## src/hdl/rtc_core_regs.svh

```systemverilog
// register map, field positions, reset values and timing of the rtc core
`ifndef RTC_CORE_REGS_SVH
`define RTC_CORE_REGS_SVH
`define REG_SEC 5'h00
`define REG_MIN 5'h01
`define REG_HOUR 5'h02
`define REG_WDAY 5'h03
`define REG_MDAY 5'h04
`define REG_MONTH 5'h05
`define REG_YEAR 5'h06
`define REG_A1_SEC 5'h07
`define REG_A1_MIN 5'h08
`define REG_A1_HOUR 5'h09
`define REG_A1_DD 5'h0A
`define REG_A2_MIN 5'h0B
`define REG_A2_HOUR 5'h0C
`define REG_A2_DD 5'h0D
`define REG_CTRL 5'h0E
`define REG_STAT 5'h0F
`define REG_LAST 5'h10
`define BIT_MASK 7
`define BIT_DYDT 6
`define BIT_HR12 6
`define BIT_PM 5
`define BIT_CENTURY 7
`define BIT_OSC_STOP 7
`define BIT_BACKUP_EN 5
`define BIT_RATE_HI 4
`define BIT_RATE_LO 3
`define BIT_IRQ_SEL 2
`define BIT_A2_IE 1
`define BIT_A1_IE 0
`define BIT_OSF 7
`define BIT_A2F 1
`define BIT_A1F 0
`define CTRL_RESET 8'h18
`define STAT_RESET 8'h80
`define DAY_ONE 8'h01
`define OSC_HZ 32768
`define WAVE_RISE_MS 500
`endif

```

## src/hdl/rtc_pkg.sv

```systemverilog
// shared types of the rtc core and its serial link
package rtc_pkg;
    typedef logic [6:0][7:0] time_regs_t;
    typedef struct packed {
        logic start;
        logic stop;
        logic wr;
        logic first;
        logic rd;
        logic [7:0] data;
    } link_evt_t;
    typedef enum logic [2:0] {
        L_IDLE,
        L_ADDR,
        L_ADDR_ACK,
        L_WR,
        L_WR_ACK,
        L_RD,
        L_RD_ACK
    } link_state_t;
endpackage

```

## src/hdl/rtc_byte_link.sv

```systemverilog
// serial two-wire byte link: start/stop detect, address, write and read bytes
`timescale 1ns/1ns
module rtc_byte_link
    import rtc_pkg::*;
#(
    parameter logic [6:0] DEV_ADDR = 7'h68
)
(
    // clock and reset
    input wire logic clk_sys_in,
    input wire logic rst_in,
    // bus pins
    input wire logic scl_in,
    input wire logic sda_in,
    output logic sda_oe_out,
    // byte side
    input wire logic [7:0] rd_data_in,
    output link_evt_t evt_out
);
    typedef struct packed {
        logic [2:0] scl_s;
        logic [2:0] sda_s;
        link_state_t st;
        logic [3:0] bits;
        logic [7:0] shift;
        logic rnw;
        logic first;
        logic sda_oe;
        link_evt_t evt;
    } link_reg_t;
    link_reg_t q_ff;
    link_reg_t nxt_q;
    logic rise, fall, sda_hi, start, stop;
    ////////////////////////////////////////////////////////////////////////////////
    always_comb
    begin
        nxt_q = q_ff;
        nxt_q.scl_s = {q_ff.scl_s[1:0], scl_in};
        nxt_q.sda_s = {q_ff.sda_s[1:0], sda_in};
        nxt_q.evt = '0;
        // only the second and third stages are read, never the first
        rise = q_ff.scl_s[1] & ~q_ff.scl_s[2];
        fall = ~q_ff.scl_s[1] & q_ff.scl_s[2];
        sda_hi = q_ff.sda_s[1];
        start = q_ff.scl_s[1] & q_ff.scl_s[2] & ~sda_hi & q_ff.sda_s[2];
        stop = q_ff.scl_s[1] & q_ff.scl_s[2] & sda_hi & ~q_ff.sda_s[2];
        if (start)
        begin
            nxt_q.st = L_ADDR;
            nxt_q.bits = 4'h0;
            nxt_q.sda_oe = 1'b0;
            nxt_q.first = 1'b1;
            nxt_q.evt.start = 1'b1;
        end
        else if (stop)
        begin
            nxt_q.st = L_IDLE;
            nxt_q.sda_oe = 1'b0;
            nxt_q.evt.stop = 1'b1;
        end
        else
        begin
            case (q_ff.st)
                L_IDLE:
                begin
                    nxt_q.sda_oe = 1'b0;
                end
                L_ADDR, L_WR:
                begin
                    if (rise)
                    begin
                        nxt_q.shift = {q_ff.shift[6:0], sda_hi};
                        nxt_q.bits = q_ff.bits + 4'h1;
                    end
                    if (fall && q_ff.bits == 4'h8)
                    begin
                        nxt_q.bits = 4'h0;
                        if (q_ff.st == L_WR)
                        begin
                            nxt_q.sda_oe = 1'b1;
                            nxt_q.st = L_WR_ACK;
                        end
                        else if (q_ff.shift[7:1] == DEV_ADDR)
                        begin
                            nxt_q.sda_oe = 1'b1;
                            nxt_q.rnw = q_ff.shift[0];
                            nxt_q.st = L_ADDR_ACK;
                        end
                        else
                        begin
                            nxt_q.st = L_IDLE;
                        end
                    end
                end
                L_WR_ACK:
                begin
                    // the byte is handed over on the ack clock pulse
                    if (rise)
                    begin
                        nxt_q.evt.wr = 1'b1;
                        nxt_q.evt.first = q_ff.first;
                        nxt_q.evt.data = q_ff.shift;
                    end
                    if (fall)
                    begin
                        nxt_q.sda_oe = 1'b0;
                        nxt_q.first = 1'b0;
                        nxt_q.st = L_WR;
                    end
                end
                L_RD:
                begin
                    if (fall)
                    begin
                        nxt_q.bits = q_ff.bits + 4'h1;
                        nxt_q.shift = {q_ff.shift[6:0], 1'b0};
                        nxt_q.sda_oe = ~q_ff.shift[6];
                        if (q_ff.bits == 4'h7)
                        begin
                            nxt_q.sda_oe = 1'b0;
                            nxt_q.st = L_RD_ACK;
                        end
                    end
                end
                L_ADDR_ACK, L_RD_ACK:
                begin
                    // a nack from the master ends the read
                    if (rise && q_ff.st == L_RD_ACK && sda_hi)
                    begin
                        nxt_q.st = L_IDLE;
                    end
                    else if (fall && (q_ff.rnw || q_ff.st == L_RD_ACK))
                    begin
                        nxt_q.shift = rd_data_in;
                        nxt_q.sda_oe = ~rd_data_in[7];
                        nxt_q.evt.rd = 1'b1;
                        nxt_q.bits = 4'h0;
                        nxt_q.st = L_RD;
                    end
                    else if (fall)
                    begin
                        nxt_q.sda_oe = 1'b0;
                        nxt_q.first = 1'b1;
                        nxt_q.st = L_WR;
                    end
                end
                default:
                begin
                    nxt_q.st = L_IDLE;
                end
            endcase
        end
    end
    ////////////////////////////////////////////////////////////////////////////////
    always_ff @(posedge clk_sys_in or posedge rst_in)
    begin
        if (rst_in)
        begin
            q_ff <= '{scl_s: 3'h7, sda_s: 3'h7, st: L_IDLE, default: '0};
        end
        else
        begin
            q_ff <= nxt_q;
        end
    end
    assign sda_oe_out = q_ff.sda_oe;
    assign evt_out = q_ff.evt;
endmodule

```

## src/hdl/rtc_core.sv

```systemverilog
// timekeeping, alarms, register map and shared wave/irq output of the rtc
//
// Behaviour
// - pointer advances per byte, wraps last to zero
// - start, stop or pointer wrap refresh read shadows
// - time and date held in packed bcd
// - hours bit 6 picks 12 or 24 hour
// - hours bit 5 is pm or tens-of-hours
// - century bit flips when year wraps 99
// - weekday counts 1 to 7 at midnight
// - seconds write restarts the sub-second chain
// - written byte lands at its ack pulse
// - 1 Hz wave rises 500 ms after seconds write
// - alarm one at 07h-0Ah, two at 0Bh-0Dh
// - bit 7 masks; unmasked fields must all match
// - bit 6 picks date or weekday compare
// - alarms checked each second, set flags
// - irq needs flag, enable and irq select
// - backup enable keeps output alive on battery
// - irq holds until its flag is cleared
// - first alarm mask patterns as tabulated
// - second alarm mask patterns, minute at 00 seconds
// - writing zero clears a flag, one keeps it
// - irq select low puts square wave out
`include "rtc_core_regs.svh"
`timescale 1ns/1ns
module rtc_core
    import rtc_pkg::*;
#(
    parameter logic [6:0] DEV_ADDR = 7'h68,
    parameter int CHAIN_W = 15
)
(
    // clock and reset
    input wire logic clk_sys_in,
    input wire logic rst_in,
    // serial bus
    input wire logic scl_in,
    input wire logic sda_in,
    output logic sda_drv_out,
    output logic sda_oe_out,
    // oscillator and supply
    input wire logic osc_32k_in,
    input wire logic on_backup_in,
    // shared wave or interrupt pin, open drain
    output logic wave_or_irq_drv_out,
    output logic wave_or_irq_oe_out
);
    generate
        if (CHAIN_W < 3 || (1 << CHAIN_W) != `OSC_HZ)
        begin : g_bad_chain
            $error("sub-second chain must divide the oscillator to 1 Hz");
        end
    endgenerate

    typedef struct packed {
        logic [2:0] osc_s;
        logic [1:0] bak_s;
        logic [CHAIN_W-1:0] chain;
        logic sec_tick;
        logic eval;
        logic [16:0][7:0] regs;
        time_regs_t shadow;
        logic [4:0] ptr;
        logic wave_oe;
        logic drv_low;
    } core_reg_t;
    core_reg_t q_ff;
    core_reg_t nxt_q;
    link_evt_t evt;
    logic [7:0] rd_data;
    logic [7:0] ctrl;
    logic [7:0] stat;
    logic [4:0] ptr_next;
    logic osc_edge, hit1, hit2, irq, wave, level;

    ////////////////////////////////////////////////////////////////////////////////
    // bcd helpers: bcd_step returns {carry, next}, month_len returns the last day of the month
    function automatic logic [8:0] bcd_step(input logic [7:0] v, input logic [7:0] top,
                                            input logic [7:0] low);
        if (v == top)
            bcd_step = {1'b1, low};
        else if (v[3:0] == 4'h9)
            bcd_step = {1'b0, v[7:4] + 4'h1, 4'h0};
        else
            bcd_step = {1'b0, v[7:4], v[3:0] + 4'h1};
    endfunction

    function automatic logic [7:0] month_len(input logic [4:0] mon, input logic [7:0] yr);
        logic leap;
        leap = yr[4] ? (yr[3:0] == 4'h2 || yr[3:0] == 4'h6)
                     : (yr[3:0] == 4'h0 || yr[3:0] == 4'h4 || yr[3:0] == 4'h8);
        case (mon)
            5'h02: month_len = leap ? 8'h29 : 8'h28;
            5'h04, 5'h06, 5'h09, 5'h11: month_len = 8'h30;
            default: month_len = 8'h31;
        endcase
    endfunction

    // one second of counting, carried as far as it goes
    function automatic time_regs_t tick_time(input time_regs_t t);
        time_regs_t r;
        logic [8:0] s;
        logic c;
        r = t;
        s = bcd_step(t[`REG_SEC], 8'h59, 8'h00);
        r[`REG_SEC] = s[7:0];
        c = s[8];
        if (c)
        begin
            s = bcd_step(t[`REG_MIN], 8'h59, 8'h00);
            r[`REG_MIN] = s[7:0];
            c = s[8];
        end
        if (c)
        begin
            if (t[`REG_HOUR][`BIT_HR12])
            begin
                // 12 hour: 11 -> 12 flips pm, 12 -> 1, midnight after 11 pm
                c = 1'b0;
                if (t[`REG_HOUR][4:0] == 5'h11)
                begin
                    r[`REG_HOUR][4:0] = 5'h12;
                    r[`REG_HOUR][`BIT_PM] = ~t[`REG_HOUR][`BIT_PM];
                    c = t[`REG_HOUR][`BIT_PM];
                end
                else if (t[`REG_HOUR][4:0] == 5'h12)
                    r[`REG_HOUR][4:0] = 5'h01;
                else
                begin
                    s = bcd_step({3'h0, t[`REG_HOUR][4:0]}, 8'h12, 8'h01);
                    r[`REG_HOUR][4:0] = s[4:0];
                end
            end
            else
            begin
                // 24 hour: bit 5 is the second tens bit
                s = bcd_step({2'h0, t[`REG_HOUR][5:0]}, 8'h23, 8'h00);
                r[`REG_HOUR][5:0] = s[5:0];
                c = s[8];
            end
        end
        if (c)
        begin
            s = bcd_step(t[`REG_WDAY], 8'h07, `DAY_ONE);
            r[`REG_WDAY] = s[7:0];
            s = bcd_step(t[`REG_MDAY], month_len(t[`REG_MONTH][4:0], t[`REG_YEAR]), `DAY_ONE);
            r[`REG_MDAY] = s[7:0];
            c = s[8];
        end
        if (c)
        begin
            s = bcd_step({3'h0, t[`REG_MONTH][4:0]}, 8'h12, `DAY_ONE);
            r[`REG_MONTH][4:0] = s[4:0];
            c = s[8];
        end
        if (c)
        begin
            s = bcd_step(t[`REG_YEAR], 8'h99, 8'h00);
            r[`REG_YEAR] = s[7:0];
            if (s[8])
                r[`REG_MONTH][`BIT_CENTURY] = ~t[`REG_MONTH][`BIT_CENTURY];
        end
        tick_time = r;
    endfunction

    // day or date compare of an alarm byte, used by both alarms
    function automatic logic dd_match(input logic [7:0] a, input time_regs_t t);
        if (a[`BIT_DYDT])
            dd_match = a[5:0] == t[`REG_WDAY][5:0];
        else
            dd_match = a[5:0] == t[`REG_MDAY][5:0];
    endfunction

    // bits that hold storage in each location; the rest read zero
    function automatic logic [7:0] live_bits(input logic [4:0] idx);
        case (idx)
            `REG_SEC, `REG_MIN, `REG_HOUR: live_bits = 8'h7F;
            `REG_WDAY: live_bits = 8'h07;
            `REG_MDAY: live_bits = 8'h3F;
            `REG_MONTH: live_bits = 8'h9F;
            `REG_CTRL: live_bits = 8'hBF;
            default: live_bits = 8'hFF;
        endcase
    endfunction

    ////////////////////////////////////////////////////////////////////////////////
    rtc_byte_link #(
        .DEV_ADDR(DEV_ADDR)
    ) i_rtc_byte_link (
        .clk_sys_in(clk_sys_in),
        .rst_in(rst_in),
        .scl_in(scl_in),
        .sda_in(sda_in),
        .sda_oe_out(sda_oe_out),
        .rd_data_in(rd_data),
        .evt_out(evt)
    );

    ////////////////////////////////////////////////////////////////////////////////
    always_comb
    begin
        nxt_q = q_ff;
        nxt_q.osc_s = {q_ff.osc_s[1:0], osc_32k_in};
        nxt_q.bak_s = {q_ff.bak_s[0], on_backup_in};
        nxt_q.sec_tick = 1'b0;
        nxt_q.eval = q_ff.sec_tick;
        // open-drain drive value lives in a flop so no pin output is a bare tie
        nxt_q.drv_low = 1'b0;
        ctrl = q_ff.regs[`REG_CTRL];
        osc_edge = q_ff.osc_s[1] & ~q_ff.osc_s[2];
        // time reads come from the shadow copy so a read never tears
        rd_data = (q_ff.ptr <= `REG_YEAR) ? q_ff.shadow[q_ff.ptr[2:0]] : q_ff.regs[q_ff.ptr];
        ptr_next = (q_ff.ptr >= `REG_LAST) ? 5'h00 : q_ff.ptr + 5'h01;

        // sub-second chain; a stopped oscillator holds it and marks the stop
        if (ctrl[`BIT_OSC_STOP])
            nxt_q.regs[`REG_STAT][`BIT_OSF] = 1'b1;
        else if (osc_edge)
        begin
            nxt_q.chain = q_ff.chain + 1'b1;
            nxt_q.sec_tick = &q_ff.chain;
        end
        if (q_ff.sec_tick)
            nxt_q.regs[6:0] = tick_time(q_ff.regs[6:0]);

        // host side of the register map
        if (evt.start || evt.stop)
            nxt_q.shadow = nxt_q.regs[6:0];
        if (evt.wr && evt.first)
        begin
            // the whole byte is judged, so a pointer of 25h cannot alias onto 05h
            nxt_q.ptr = (evt.data > {3'h0, `REG_LAST}) ? 5'h00 : evt.data[4:0];
        end
        else if (evt.wr || evt.rd)
        begin
            if (evt.wr && q_ff.ptr == `REG_STAT)
            begin
                // flags only clear from the host side
                nxt_q.regs[`REG_STAT] = nxt_q.regs[`REG_STAT] & evt.data & `STAT_RESET
                                        | nxt_q.regs[`REG_STAT] & evt.data & 8'h03;
            end
            else if (evt.wr)
            begin
                // a write lands directly on the counter at its ack pulse
                nxt_q.regs[q_ff.ptr] = evt.data & live_bits(q_ff.ptr);
                if (q_ff.ptr == `REG_SEC)
                begin
                    // a tick raised in this same cycle would step the new seconds
                    nxt_q.chain = '0;
                    nxt_q.sec_tick = 1'b0;
                end
            end
            nxt_q.ptr = ptr_next;
            if (ptr_next == 5'h00)
                nxt_q.shadow = nxt_q.regs[6:0];
        end

        // alarm compare one cycle after the tick, on the settled time
        hit1 = (q_ff.regs[`REG_A1_SEC][`BIT_MASK] |
                q_ff.regs[`REG_A1_SEC][6:0] == q_ff.regs[`REG_SEC][6:0]) &
               (q_ff.regs[`REG_A1_MIN][`BIT_MASK] |
                q_ff.regs[`REG_A1_MIN][6:0] == q_ff.regs[`REG_MIN][6:0]) &
               (q_ff.regs[`REG_A1_HOUR][`BIT_MASK] |
                q_ff.regs[`REG_A1_HOUR][6:0] == q_ff.regs[`REG_HOUR][6:0]) &
               (q_ff.regs[`REG_A1_DD][`BIT_MASK] |
                dd_match(q_ff.regs[`REG_A1_DD], q_ff.regs[6:0]));
        hit2 = (q_ff.regs[`REG_SEC] == 8'h00) &
               (q_ff.regs[`REG_A2_MIN][`BIT_MASK] |
                q_ff.regs[`REG_A2_MIN][6:0] == q_ff.regs[`REG_MIN][6:0]) &
               (q_ff.regs[`REG_A2_HOUR][`BIT_MASK] |
                q_ff.regs[`REG_A2_HOUR][6:0] == q_ff.regs[`REG_HOUR][6:0]) &
               (q_ff.regs[`REG_A2_DD][`BIT_MASK] |
                dd_match(q_ff.regs[`REG_A2_DD], q_ff.regs[6:0]));
        // setting comes after the host clear so a same-cycle match wins
        if (q_ff.eval && hit1)
            nxt_q.regs[`REG_STAT][`BIT_A1F] = 1'b1;
        if (q_ff.eval && hit2)
            nxt_q.regs[`REG_STAT][`BIT_A2F] = 1'b1;

        // shared pin: low-active irq or square wave, released when high
        stat = q_ff.regs[`REG_STAT];
        irq = (stat[`BIT_A1F] & ctrl[`BIT_A1_IE]) | (stat[`BIT_A2F] & ctrl[`BIT_A2_IE]);
        case ({ctrl[`BIT_RATE_HI], ctrl[`BIT_RATE_LO]})
            2'b00: wave = q_ff.chain[CHAIN_W-1];
            2'b01: wave = q_ff.chain[2];
            2'b10: wave = q_ff.chain[1];
            default: wave = q_ff.osc_s[1];
        endcase
        level = ctrl[`BIT_IRQ_SEL] ? ~irq : wave;
        // on battery the pin only works when the backup enable is set
        nxt_q.wave_oe = ~level & (~q_ff.bak_s[1] | ctrl[`BIT_BACKUP_EN]);
    end

    ////////////////////////////////////////////////////////////////////////////////
    always_ff @(posedge clk_sys_in or posedge rst_in)
    begin
        if (rst_in)
        begin
            q_ff <= '0;
            q_ff.regs[`REG_WDAY] <= `DAY_ONE;
            q_ff.regs[`REG_MDAY] <= `DAY_ONE;
            q_ff.regs[`REG_MONTH] <= `DAY_ONE;
            q_ff.regs[`REG_CTRL] <= `CTRL_RESET;
            q_ff.regs[`REG_STAT] <= `STAT_RESET;
        end
        else
        begin
            q_ff <= nxt_q;
        end
    end

    // open-drain pins only ever pull low
    assign sda_drv_out = q_ff.drv_low;
    assign wave_or_irq_drv_out = q_ff.drv_low;
    assign wave_or_irq_oe_out = q_ff.wave_oe;
endmodule

```

## config.mk

```make
export PLATFORM = sky130hd
export DESIGN_NAME = rtc_core
export DESIGN_NICKNAME = d
export VERILOG_FILES = /design/src/hdl/rtc_pkg.sv /design/src/hdl/rtc_byte_link.sv /design/src/hdl/rtc_core.sv
export VERILOG_INCLUDE_DIRS = /design/src /design/src/hdl
export SDC_FILE = /design/constraint.sdc
export NUM_CORES = 1
export LEC_CHECK = 0
export BUFFER_PORTS_ARGS = -buffer_cell sky130_fd_sc_hd__clkbuf_2
export CAP_MARGIN = 20
export CELL_PAD_IN_SITES_DETAIL_PLACEMENT = 1
export CELL_PAD_IN_SITES_GLOBAL_PLACEMENT = 1
export CORE_MARGIN = 1
export CORE_UTILIZATION = 51
export DETAILED_ROUTE_END_ITERATION = 16
export GPL_TIMING_DRIVEN = 0
export PLACE_DENSITY_LB_ADDON = 0.12
export REMOVE_ABC_BUFFERS = 1
export SETUP_SLACK_MARGIN = 0.5
export SYNTH_ARGS = -nofsm -noshare
export SYNTH_HDL_FRONTEND = slang
export SYNTH_HIERARCHICAL = 1
export SYNTH_SLANG_ARGS = --single-unit
```

## constraint.sdc

```tcl
create_clock -name clk_sys_in -period 10.2 [get_ports clk_sys_in]
set_input_delay 2.04 -clock clk_sys_in [delete_from_list [all_inputs] [get_ports clk_sys_in]]
set_output_delay 2.04 -clock clk_sys_in [all_outputs]
set_load 0.02 [all_outputs]
```

Word level (Yosys, flattened, before mapping)

Cells that the tools add are included.

$add $sub $neg: 18
$lt $le $gt $ge: 6
Equality and inequality tests: 74
Muxes and demuxes: 126
Bitwise operators: 46
Reductions and logical operators: 46

Operators by type and width:

| operator                                                               | number |
|---|---|
| 189-bit 2-to-1 mux                                                     | 1 |
| 184-bit 2-to-1 mux                                                     | 1 |
| 56-bit 2-to-1 mux                                                      | 3 |
| 8-bit 2-to-1 mux                                                       | 20 |
| 136-bit bitwise mux                                                    | 1 |
| 128-bit 2-to-1 mux                                                     | 1 |
| 16-bit 2-to-1 mux                                                      | 8 |
| 120-bit 2-to-1 mux                                                     | 1 |
| 9-bit 2-to-1 mux                                                       | 10 |
| 4-bit by 1-bit adder with 4-bit output (second input constant)         | 13 |
| 12-bit 2-to-1 mux                                                      | 4 |
| 8-bit binary-select mux with 5-bit select                              | 1 |
| 8-bit demux with 5-bit select                                          | 1 |
| 8-bit case mux with 5 select lines                                     | 1 |
| 1-bit 2-to-1 mux                                                       | 37 |
| 4-bit equality test (second input constant)                            | 9 |
| 12-bit case mux with 3 select lines                                    | 1 |
| 7-bit equality test                                                    | 5 |
| 5-bit 2-to-1 mux                                                       | 7 |
| 8-bit binary-select mux with 3-bit select                              | 1 |
| 6-bit equality test                                                    | 4 |
| 7-bit 2-to-1 mux                                                       | 3 |
| 5-bit by 3-bit equality test with 1-bit output (second input constant) | 4 |
| 5-bit equality test (second input constant)                            | 4 |
| 69 further kinds                                                       | 175 |

Register bits after elaboration: 257
Output and inout port bits: 4

Longest topological paths before layout

Gate-level depths: netlist of the first run.

Depth in word-level cells: 28
Gate-level depth with buffers: 14
Mapped depth without buffers: 10

Modules after synthesis

Netlist of the first run, hierarchy kept.

By module, submodules not included:

| module        | times used | cells an instance | area an instance (um^2) | sequential area each (um^2) |
|---|---|---|---|---|
| rtc_core      | 1          | 1333              | 12766.0                 | 5512.8 |
| rtc_byte_link | 1          | 208               | 2054.5                  | 933.4 |

Worst setup path after synthesis of the first run

OpenSTA, ideal clock, no wires.

Kind: register -> register
Start: register q_ff[3] (netlist bit)
End: register q_ff[84] (netlist bit)
Library setup time: 0.125 ns
Arrival: 3.190 ns
Setup slack: 6.886 ns
Stages on the path, launching flop included: 13
Buffers on the path: 5
Cells stage by stage: dfrtp_1 > clkbuf_1 > buf_1 > clkbuf_1 > inv_1 > ha_1 > clkbuf_1 > or3_1 > nand4b_1 > o21a_1 > o21a_1 > clkbuf_1 > mux2_2

RTL lines:

| what                   | RTL line        | text |
|---|---|---|
| start, declared        | rtc_core.sv:68  | `core_reg_t q_ff;` |
| start signal, assigned | rtc_core.sv:309 | `q_ff <= nxt_q;` |

==> results.yml, run 1 <==
outcome:
  outcome: "completed"
global_routing:
  grt_pass1_vias: 12533
  antenna_found_initial: 1
  grt_start_max_net_pins: 131
  track_usage_pct: 33.4
  grt_pass1_wl_um: 74000
  overflow: 0
sta:
  relSlewSlack_pct: 31.1
  clock_skew_ns: 0.00842
  finalHoldViolCount: 0
  fin_crit_sh_pct: 45.5
  setup_viol: 0
  setup_slack_ns: 5.56
  worst_pin_slew_ns: 1.03
  rsz0062_at_grt: "no"
  report.final.slew_viol_count: 0
  fmax_ghz: 0.215
  period_needed_ns: 4.64
power:
  worst_ir_drop_vdd_mv: 0.121
  report.power.total_mw: 3.55
  powerDensity_nw_per_um2: 222
  switching_power_mw: 1.31
  combPwrFrac_pct: 29.3
  p_int_mw: 2.24
  power_leakage_nw: 6.83
  swShare_pct: 36.9
  clkPwrFrac_pct: 29.8
  power_frac_seq_pct: 40.8
yosys:
  yosys_warnings: 6
  synth.top_cell.area_share_pct: 41.4
  synth.most_common_cell: "dfrtp_1"
  synth_cells: 1541
  synth_area_per_cell_um2: 9.62
  synth_area_um2: 14800
  async_reset_ff_share_pct: 100
  synthTopCellsByArea: "dfrtp_1 41%, mux4_2 6.2%, nand2_1 4.7%, o21ai_0 4.2%, a21oi_1 3.7%"
  ys_ff_latch: 257
  yosysSeqAreaShare_pct: 43.5
  synth-main-ff-cell: "dfrtp_1"
  synth_edf_count: 0
  synth_common_cells: "245 x dfrtp_1, 185 x nand2_1, 125 x o21ai_0"
  synthDistinctLibCells: 86
  synth_top_area_cell: "dfrtp_1"
clock_network:
  cts_resized: 0
  cts_tree: "built"
  cts-buffers-inserted: 29
  cts_max_path_buffers: 3
  cts_hold_buffers: 0
  postCtsSetupBuffers: 0
  clk_pin_slew_worst_paths_ns: 0.06
  clk_latency_ns: 0.55
  clock_sinks: 257
  cts_htree_levels: 1
  root_buffer: "clkbuf_16"
place:
  hpwl_um: 33900
  io_buffers: 7
  place.gp.congestion: 0.874
  dp_slack_ns: 5.72
detailed_routing:
  drc: 0
  wirelength_um: 48100
  drt_first_pass_iters: 5
  final_antenna_net_count: 0
  wl_per_cell_um: 25.7
  vias: 12209
  vias_per_cell: 6.51
  drtIter0Drc: 1034
cells_and_area:
  fin_util_pct: 56.0
  synthToLayoutAreaGrowth_pct: 8.13
  fillers: 3165
  drive_gt1_share_pct: 12.3
  fin_nets: 1500
hold_path:
  min_path_type: "flip-flop to flip-flop"
  worstHoldStart: "nxt_q[219]"
  whs_endpoint: "nxt_q[220]"
  hold_depth: 0
setup_path:
  crit_start: "q_ff[3]"
  slowest_delay_ns: 0.88
  worstPathMaxFanout: 55
  critical_path.reg2reg.startpoint: "q_ff[3]"
  end_kind: "flip-flop"
  r2r_cells: 7
  start_kind: "flip-flop"
  rr_endpoint: "q_ff[10]"
  path_cells: "ha_1 -> and3_1 -> ha_1 -> nor3b_1 -> and2_1 -> a21oi_1 -> a221o_1"
  crit_type: "flip-flop to flip-flop"
  path_common_cell: "ha_1"
  crit_required_ns: 10.63
  reg2reg_slack_ns: 5.56
  crit_arrival_ns: 5.07
  crit_slowest_cell: "and2_1"
floorplanning:
  io-pin-count: 10
  die_area_um2: 29700
  coreArea_um2: 28600
  chipWidth_um: 172
  initial_core_util_pct: 51.8
  row_count: 62
  die_y_um: 172
flow_run:
  cap_violations: 0
## power by group through the flow
stage / Clock (mW) / Combinational (mW) / Sequential, mW
final: 1.06 / 1.04 / 1.45
after CTS: 1.07 / 1.04 / 1.44
after global routing: 1.12 / 1.14 / 1.47
after global placement: 0 / 0.920 / 1.50
after detailed placement: 0 / 1.03 / 1.46
after floorplan: 0 / 0.707 / 1.38
## layout make-up
cell class / count / area, um^2 / share of cell area, %
sequential: 257 / 6450 / 40.3
antenna: 1 / 2.50 / 0.0156
clock buffer: 43 / 858 / 5.36
tap: 384 / 480 / 3.00
inverter: 32 / 128 / 0.796
timing repair buffer: 18 / 262 / 1.63
multi-input combinational: 1130 / 7740 / 48.3
clock inverter: 9 / 100 / 0.625
## flip-flops by register name, summed over array words and instances, names as in the netlist
| register | flops |
|---|---|
| ctrl | 8 |
| i_rtc_byte_link/nxt_q | 4 |
| i_rtc_byte_link/sda_oe_out | 1 |
| i_rtc_byte_link/q_ff | 19 |
| nxt_q | 4 |
| q_ff | 199 |
| wave_or_irq_oe_out | 1 |
| stat | 8 |
| i_rtc_byte_link/evt_out | 13 |
## cell usage in the layout, fill, tap and decap left out, types with 6 or more instances in the layout
master / count
a21oi_1: 111
a22oi_1: 26
a31oi_1: 11
and2_1: 26
and3_1: 9
and3b_1: 8
buf_16: 6
clkbuf_1: 6
clkbuf_16: 29
clkbuf_2: 7
clkbuf_8: 8
dfrtp_1: 243
dfstp_2: 12
ha_1: 26
inv_1: 31
mux2_2: 40
mux2i_1: 37
mux4_2: 41
nand2_1: 185
nand2b_1: 13
nand3_1: 28
nand3b_1: 7
nand4_1: 17
nor2_1: 122
nor2b_1: 18
nor3_1: 24
nor4_1: 14
o211ai_1: 16
o21a_1: 6
o21ai_0: 124
o22ai_1: 33
or3_1: 10
xnor2_1: 39
xor2_1: 35
## per-stage QoR
step	std cells	hold slack, ns	cell area, um^2	TNS [ns]
CTS	1872	0.355	16000	0
global placement	1810	0.332	14800	-111.04
global route	1873	0.357	16000	0
floorplan	1419	0.331	14300	0
detailed placement	1820	0.346	15100	0
finish	1874	0.353	16000	0
## worst max-delay path, delay by kind of cell (launching register included)
family          cells  cell delay [ns]
fa+ha+maj           2             0.97
flops               1             0.78
simple gates        3             1.87
compound gates      2             0.80
## metal layers
layer,global-route usage (%),share of wire [%],wire length [um]
met4,11.8,3.4,1650
met3,5.88,7.0,3370
met5,0,0.027,13
met2,53.6,47,22600
met1,45.7,43,20500
## how the worst max path moves through the flow
stage	cells after the start	slack, ns	end
after floorplan	1	2.15	ctrl[0]
after global placement	2	-0.54	q_ff[160]
after detailed placement	7	5.72	q_ff[10]
after CTS	7	5.70	q_ff[10]
after global routing	7	5.40	q_ff[10]
final	7	5.56	q_ff[10]
## cell families after synthesis
logic type,Yosys count,synth area share (%)
AO/OA/AOI/OAI,388,15.9
XOR/XNOR,74,4.37
adder cells (fa/ha/maj),26,2.20
buffers and inverters,155,4.45
flip-flops,257,43.5
multiplexers,120,12.0
other,1,0.0253
AND/OR/NAND/NOR,520,17.5
No activity file was read; power rests on OpenSTA's default activity.
==> run 2, diff against run 1 <==
- ABC_AREA: default -> 1
- CORE_UTILIZATION: 51 -> 43
- clock period: 10.2 -> 3.9 ns (I/O delays scaled with it)
==> results.yml, run 2 <==
cells_and_area:
  drive_gt1_share_pct: 10.3
  final_area_um2: 18100
  regMostFlops: "q_ff"
  final-seq-area_um2: 6460
  final_cell_mix: "540 x nand2_1, 326 x o21ai_0, 240 x dfrtp_1"
  fin_nets: 2243
  multi_input_area_um2: 8510
  synthToLayoutAreaGrowth_pct: 11.6
  fillers: 4601
  n_antenna_cell: 0
  largest_reg_flops: 199
  layout_commonest_cell: "nand2_1"
yosys:
  async_reset_ff_share_pct: 100
  synth-main-ff-cell: "dfrtp_1"
  synth_common_cells: "543 x nand2_1, 327 x o21ai_0, 245 x dfrtp_1"
  synthDistinctLibCells: 63
  synth_edf_count: 0
  synth_area_per_cell_um2: 7.25
  synth.most_common_cell: "nand2_1"
  ys_ff_latch: 257
  synth_top_area_cell: "dfrtp_1"
  synth.top_cell.area_share_pct: 37.7
  synth_area_um2: 16300
  synthTopCellsByArea: "dfrtp_1 38%, nand2_1 13%, o21ai_0 10%, inv_1 4.6%, a21oi_1 4.3%"
  yosys_warnings: 6
  yosysSeqAreaShare_pct: 39.7
  synth_cells: 2243
floorplanning:
  chipWidth_um: 196
  coreArea_um2: 36900
  row_count: 70
  die_area_um2: 38600
  initial_core_util_pct: 44.1
  io-pin-count: 10
  die_y_um: 196
place:
  dp_slack_ns: -0.848
  hpwl_um: 43600
  place.gp.congestion: 0.900
  post_dp_cell_area_um2: 16600
  io_buffers: 7
detailed_routing:
  vias: 16148
  drt_first_pass_iters: 5
  drtIter0Drc: 1309
  vias_per_cell: 5.89
  wl_per_cell_um: 23.5
  drc: 0
  wirelength_um: 64500
  final_antenna_net_count: 0
power:
  powerDensity_nw_per_um2: 384
  report.power.total_mw: 6.98
  power_frac_seq_pct: 42.5
  clkPwrFrac_pct: 48.5
  swShare_pct: 26.8
  switching_power_mw: 1.87
  p_int_mw: 5.11
  worst_ir_drop_vdd_mv: 0.334
  power_leakage_nw: 8.33
  combPwrFrac_pct: 8.9
clock_network:
  cts_tree: "built"
  cts-buffers-inserted: 34
  clock_sinks: 257
  cts_hold_buffers: 0
  cts_htree_levels: 2
  clk_pin_slew_worst_paths_ns: 0.06
  clk_latency_ns: 0.56
  cts_max_path_buffers: 3
  root_buffer: "clkbuf_16"
global_routing:
  top_usage_layer: "met2"
  overflow: 0
  grtUsageMet2_pct: 54.8
  antenna_found_initial: 1
  grt_use_met1_pct: 44.9
  use_met3_pct: 4.98
  track_usage_pct: 33.9
  grt_pass1_wl_um: 98900
  grt_pass1_vias: 16602
  grt_start_max_net_pins: 95
sta:
  fmax_ghz: 0.302
  clock_skew_ns: 0.0244
  rsz0062_at_grt: "yes"
  relSlewSlack_pct: 27.2
  setup_slack_ns: 0.592
  report.final.slew_viol_count: 0
  worst_pin_slew_ns: 1.09
  finalHoldViolCount: 0
  holdWs_ns: 0.259
  setup_viol: 0
  fin_crit_sh_pct: 84.8
  period_needed_ns: 3.31
setup_path:
  start_kind: "flip-flop"
  worstPathMaxFanout: 36
  crit_arrival_ns: 3.77
  crit_required_ns: 4.36
  crit_type: "flip-flop to flip-flop"
  end_kind: "flip-flop"
outcome:
  outcome: "completed"
hold_path:
  min_path_type: "primary input to async pin"
flow_run:
  cap_violations: 0
run 2: path summary, 6_finish.rpt:
check | from | end | slack (ns) | cells after the start
max | q_ff[3] | q_ff[173] | 0.59 | 14
min | rst_in | ctrl[6] | 0.26 | 2
max reg2reg | q_ff[3] | q_ff[173] | 0.59 | 14
min reg2reg | nxt_q[217] | q_ff[217] | 0.35 | 0
max in group asynchronous | rst_in | q_ff[15] | 2.77 | 3
min in group clk_sys_in | sda_in | i_rtc_byte_link/nxt_q[32] | 0.30 | 1
run 2: cell type report:
| class | count | area share, % |
|---|---|---|
| Inverter | 225 | 4.96 |
| Clock inverter | 13 | 1.09 |
| Clock buffer | 49 | 5.45 |
| Sequential cell | 257 | 35.6 |
| Multi-Input combinational cell | 1651 | 46.9 |
| Tap cell | 504 | 3.48 |
| Timing Repair Buffer | 41 | 2.52 |
| Timing Repair inverter | 1 | 0.0483 |
run 2: power by group through the flow:
| stage | sequential (mW) | combinational [mW] | clock, mW |
|---|---|---|---|
| detailed placement | 3.01 | 0.624 | 0 |
| global route | 2.99 | 0.718 | 3.51 |
| floorplan | 2.97 | 0.463 | 0 |
| finish | 2.97 | 0.624 | 3.39 |
| global placement | 3.00 | 0.585 | 0 |
| CTS | 2.96 | 0.631 | 3.42 |
run 2: logic make-up after synthesis:
kind of cell	after synthesis	synth area share (%)
simple gates	968	26.5
compound gates	597	20.2
buf+inv	337	8.58
flops	257	39.7
xor+xnor	52	2.80
fa+ha+maj	26	2.00
mux	5	0.308
other cells	1	0.0231
run 2: metrics by stage:
stage	TNS (ns)	instances	util (%)
after global placement	-2263.66	2643	44.4
after detailed placement	-52.95	2654	45.1
final	0	2741	49.2
after floorplan	-763.92	2132	-
after global routing	0	2741	49.2
after CTS	0	2728	48.8
run 2: layer usage:
metal  vias up  share of wire, %
li1       7371                 -
met1      8047                43
met2       558                46
met3       170               6.7
met4         2               4.6
met5         -             0.014
run 2: worst max-delay path: stages, from the launching register on:
cell and delay [ns]:
dfrtp_4 0.44, buf_12 0.21, clkinv_4 0.18, buf_12 0.21, ha_1 0.20, inv_1 0.12
nor2_1 0.08, nor2_1 0.21, nand3_1 0.11, nand2_1 0.17, inv_2 0.07, nor2_2 0.49
clkinvlp_4 0.22, buf_4 0.24, o21ai_0 0.22
run 2: what timing repair did:
| item | 4_1_cts | 5_1_grt |
|---|---|---|
| gates cloned | 1 | 2 |
| resized for setup | 23 | 8 |
| pin swaps | 4 | 2 |
| endpoints found under the setup margin | 179 | 105 |
| setup buffers | 11 | 11 |
==> run 3, diff against run 2 <==
- clock period: 3.9 -> 3 ns (I/O delays scaled with it)
==> results.yml, run 3 (same netlist as run 2, synthesis figures left out) <==
floorplanning:
  coreArea_um2: 36900
  io-pin-count: 10
  row_count: 70
  initial_core_util_pct: 44.1
  chipWidth_um: 196
  die_area_um2: 38600
  die_y_um: 196
outcome:
  outcome: "completed"
clock_network:
  root_buffer: "clkbuf_16"
  cts_htree_levels: 2
  cts_max_path_buffers: 3
  cts-buffers-inserted: 34
  clock_sinks: 257
  clk_pin_slew_worst_paths_ns: 0.07
  clk_latency_ns: 0.58
  cts_tree: "built"
global_routing:
  overflow: 0
  antenna_found_initial: 0
  grt_start_max_net_pins: 95
  grt_pass1_wl_um: 109000
  track_usage_pct: 37.8
  grt_pass1_vias: 17649
sta:
  fin_crit_sh_pct: 90.6
  period_needed_ns: 2.72
  worst_pin_slew_ns: 1.06
  relSlewSlack_pct: 29.5
  finalHoldViolCount: 0
  fmax_ghz: 0.368
  clock_skew_ns: 0.0306
  report.final.slew_viol_count: 0
  setup_viol: 0
  rsz0062_at_grt: "yes"
setup_path:
  rr_endpoint: "q_ff[11]"
  critical_path.reg2reg.startpoint: "q_ff[4]"
  end_kind: "flip-flop"
  path_common_cell: "inv_2"
  path_cells: "nor2_4 -> nand2_4 -> nor2_1 -> inv_2 -> nand3_2 -> nand2_2 -> inv_2 -> nand3_4 -> nand2_8 -> clkinvlp_4 -> o21ai_1 -> nand2_1"
  crit_required_ns: 3.42
  start_kind: "flip-flop"
  crit_slowest_cell: "dfrtp_4"
  reg2reg_slack_ns: 0.28
  r2r_cells: 12
  crit_arrival_ns: 3.14
  worstPathMaxFanout: 20
  crit_type: "flip-flop to flip-flop"
  slowest_delay_ns: 0.64
cells_and_area:
  final_area_um2: 20300
  fin_nets: 2356
  layout_commonest_cell: "nand2_1"
  n_antenna_cell: 0
  regMostFlops: "q_ff"
  final_cell_mix: "511 x nand2_1, 264 x o21ai_0, 226 x dfrtp_1"
  synthToLayoutAreaGrowth_pct: 25.0
  largest_reg_flops: 199
  drive_gt1_share_pct: 21.0
  fin_util_pct: 55.1
detailed_routing:
  wirelength_um: 76400
  vias_per_cell: 6.21
  drtIter0Drc: 2109
  drc: 0
  wl_per_cell_um: 26.8
  drt_first_pass_iters: 6
  vias: 17712
  final_antenna_net_count: 0
power:
  worst_ir_drop_vdd_mv: 0.451
  power_frac_seq_pct: 42.2
  swShare_pct: 27.4
  switching_power_mw: 2.51
  report.power.total_mw: 9.17
  combPwrFrac_pct: 9.4
  clkPwrFrac_pct: 48.4
  power_leakage_nw: 9.28
  p_int_mw: 6.65
  powerDensity_nw_per_um2: 451
place:
  place.gp.congestion: 0.900
  post_dp_cell_area_um2: 16600
  hpwl_um: 43600
  io_buffers: 7
hold_path:
  min_path_type: "primary input to async pin"
flow_run:
  cap_violations: 0
-- run 3: cell types whose count changed in the layout (fill, tap and decap cells not counted), moves of 15 or more --
cell     change
inv_1       -19
o21ai_2     +20
nand2_1     -29
a21oi_2     +16
nand2_2     +15
a21oi_1     -17
nor2_1      -23
nor2_4      +17
o21ai_1     +40
buf_4       +72
o21ai_0     -62
-- run 3: metal layers --
metal	global-route usage, %	up-vias	routed length (um)
li1	-	7622	-
met1	49.4	8759	29400
met2	59.0	984	33900
met3	5.80	347	7480
met4	23.2	0	5620
met5	0	-	0
-- run 3: through the flow --
step                      hold slack [ns]  setup WS, ns  TNS (ns)  instances
after floorplan                     0.331         -3.61  -1097.81       2132
after global placement              0.332         -7.45  -2621.75       2643
final                              0.0779         0.283         0       2854
after CTS                          0.0834         0.357         0       2805
after global routing               0.0947         0.274         0       2854
after detailed placement            0.343         -1.75   -204.89       2654
-- run 3: layout make-up --
class / count / area (um^2)
clock buffers: 49 / 988
clock inverters: 13 / 198
fillers: 4445 / 16600
inverters: 225 / 1020
multi-input cells: 1653 / 9220
flip-flops and latches: 257 / 6480
well taps: 504 / 631
repair buffers: 149 / 1730
repair inverters: 4 / 47.5
-- run 3: worst max-delay path by stage --
stage / startpoint / end / slack (ns) / cells after the start
2_1_floorplan: rst_in / ctrl[0] / -3.61 / 1
3_3_place_gp: q_ff[2] / q_ff[39] / -7.45 / 10
3_5_place_dp: i_rtc_byte_link/evt_out[10] / q_ff[53] / -1.75 / 14
4_1_cts: q_ff[3] / q_ff[42] / 0.36 / 15
5_1_grt: q_ff[4] / q_ff[149] / 0.27 / 11
6_report: q_ff[4] / q_ff[11] / 0.28 / 12
-- run 3: repair_timing --
item                       4_1_cts  5_1_grt
setup endpoints to repair      222      211
gates cloned                    16        6
hold buffers                     0        0
resized for setup              165      189
buffers inserted                73       43
pin swaps                       32       64
-- run 3: worst max-delay path: cells and delay by family, from the launching register on --
kind	cells	cell delay, ns
simple gates	8	1.21
buf+inv	3	0.46
flops	1	0.64
compound gates	1	0.22
-- run 3: power groups by stage --
stage	Combinational, mW	Clock (mW)	Sequential, mW
global placement	0.760	0	3.91
CTS	0.823	4.45	3.85
finish	0.858	4.44	3.87
detailed placement	0.812	0	3.91
global route	0.964	4.59	3.89
floorplan	0.601	0	3.86
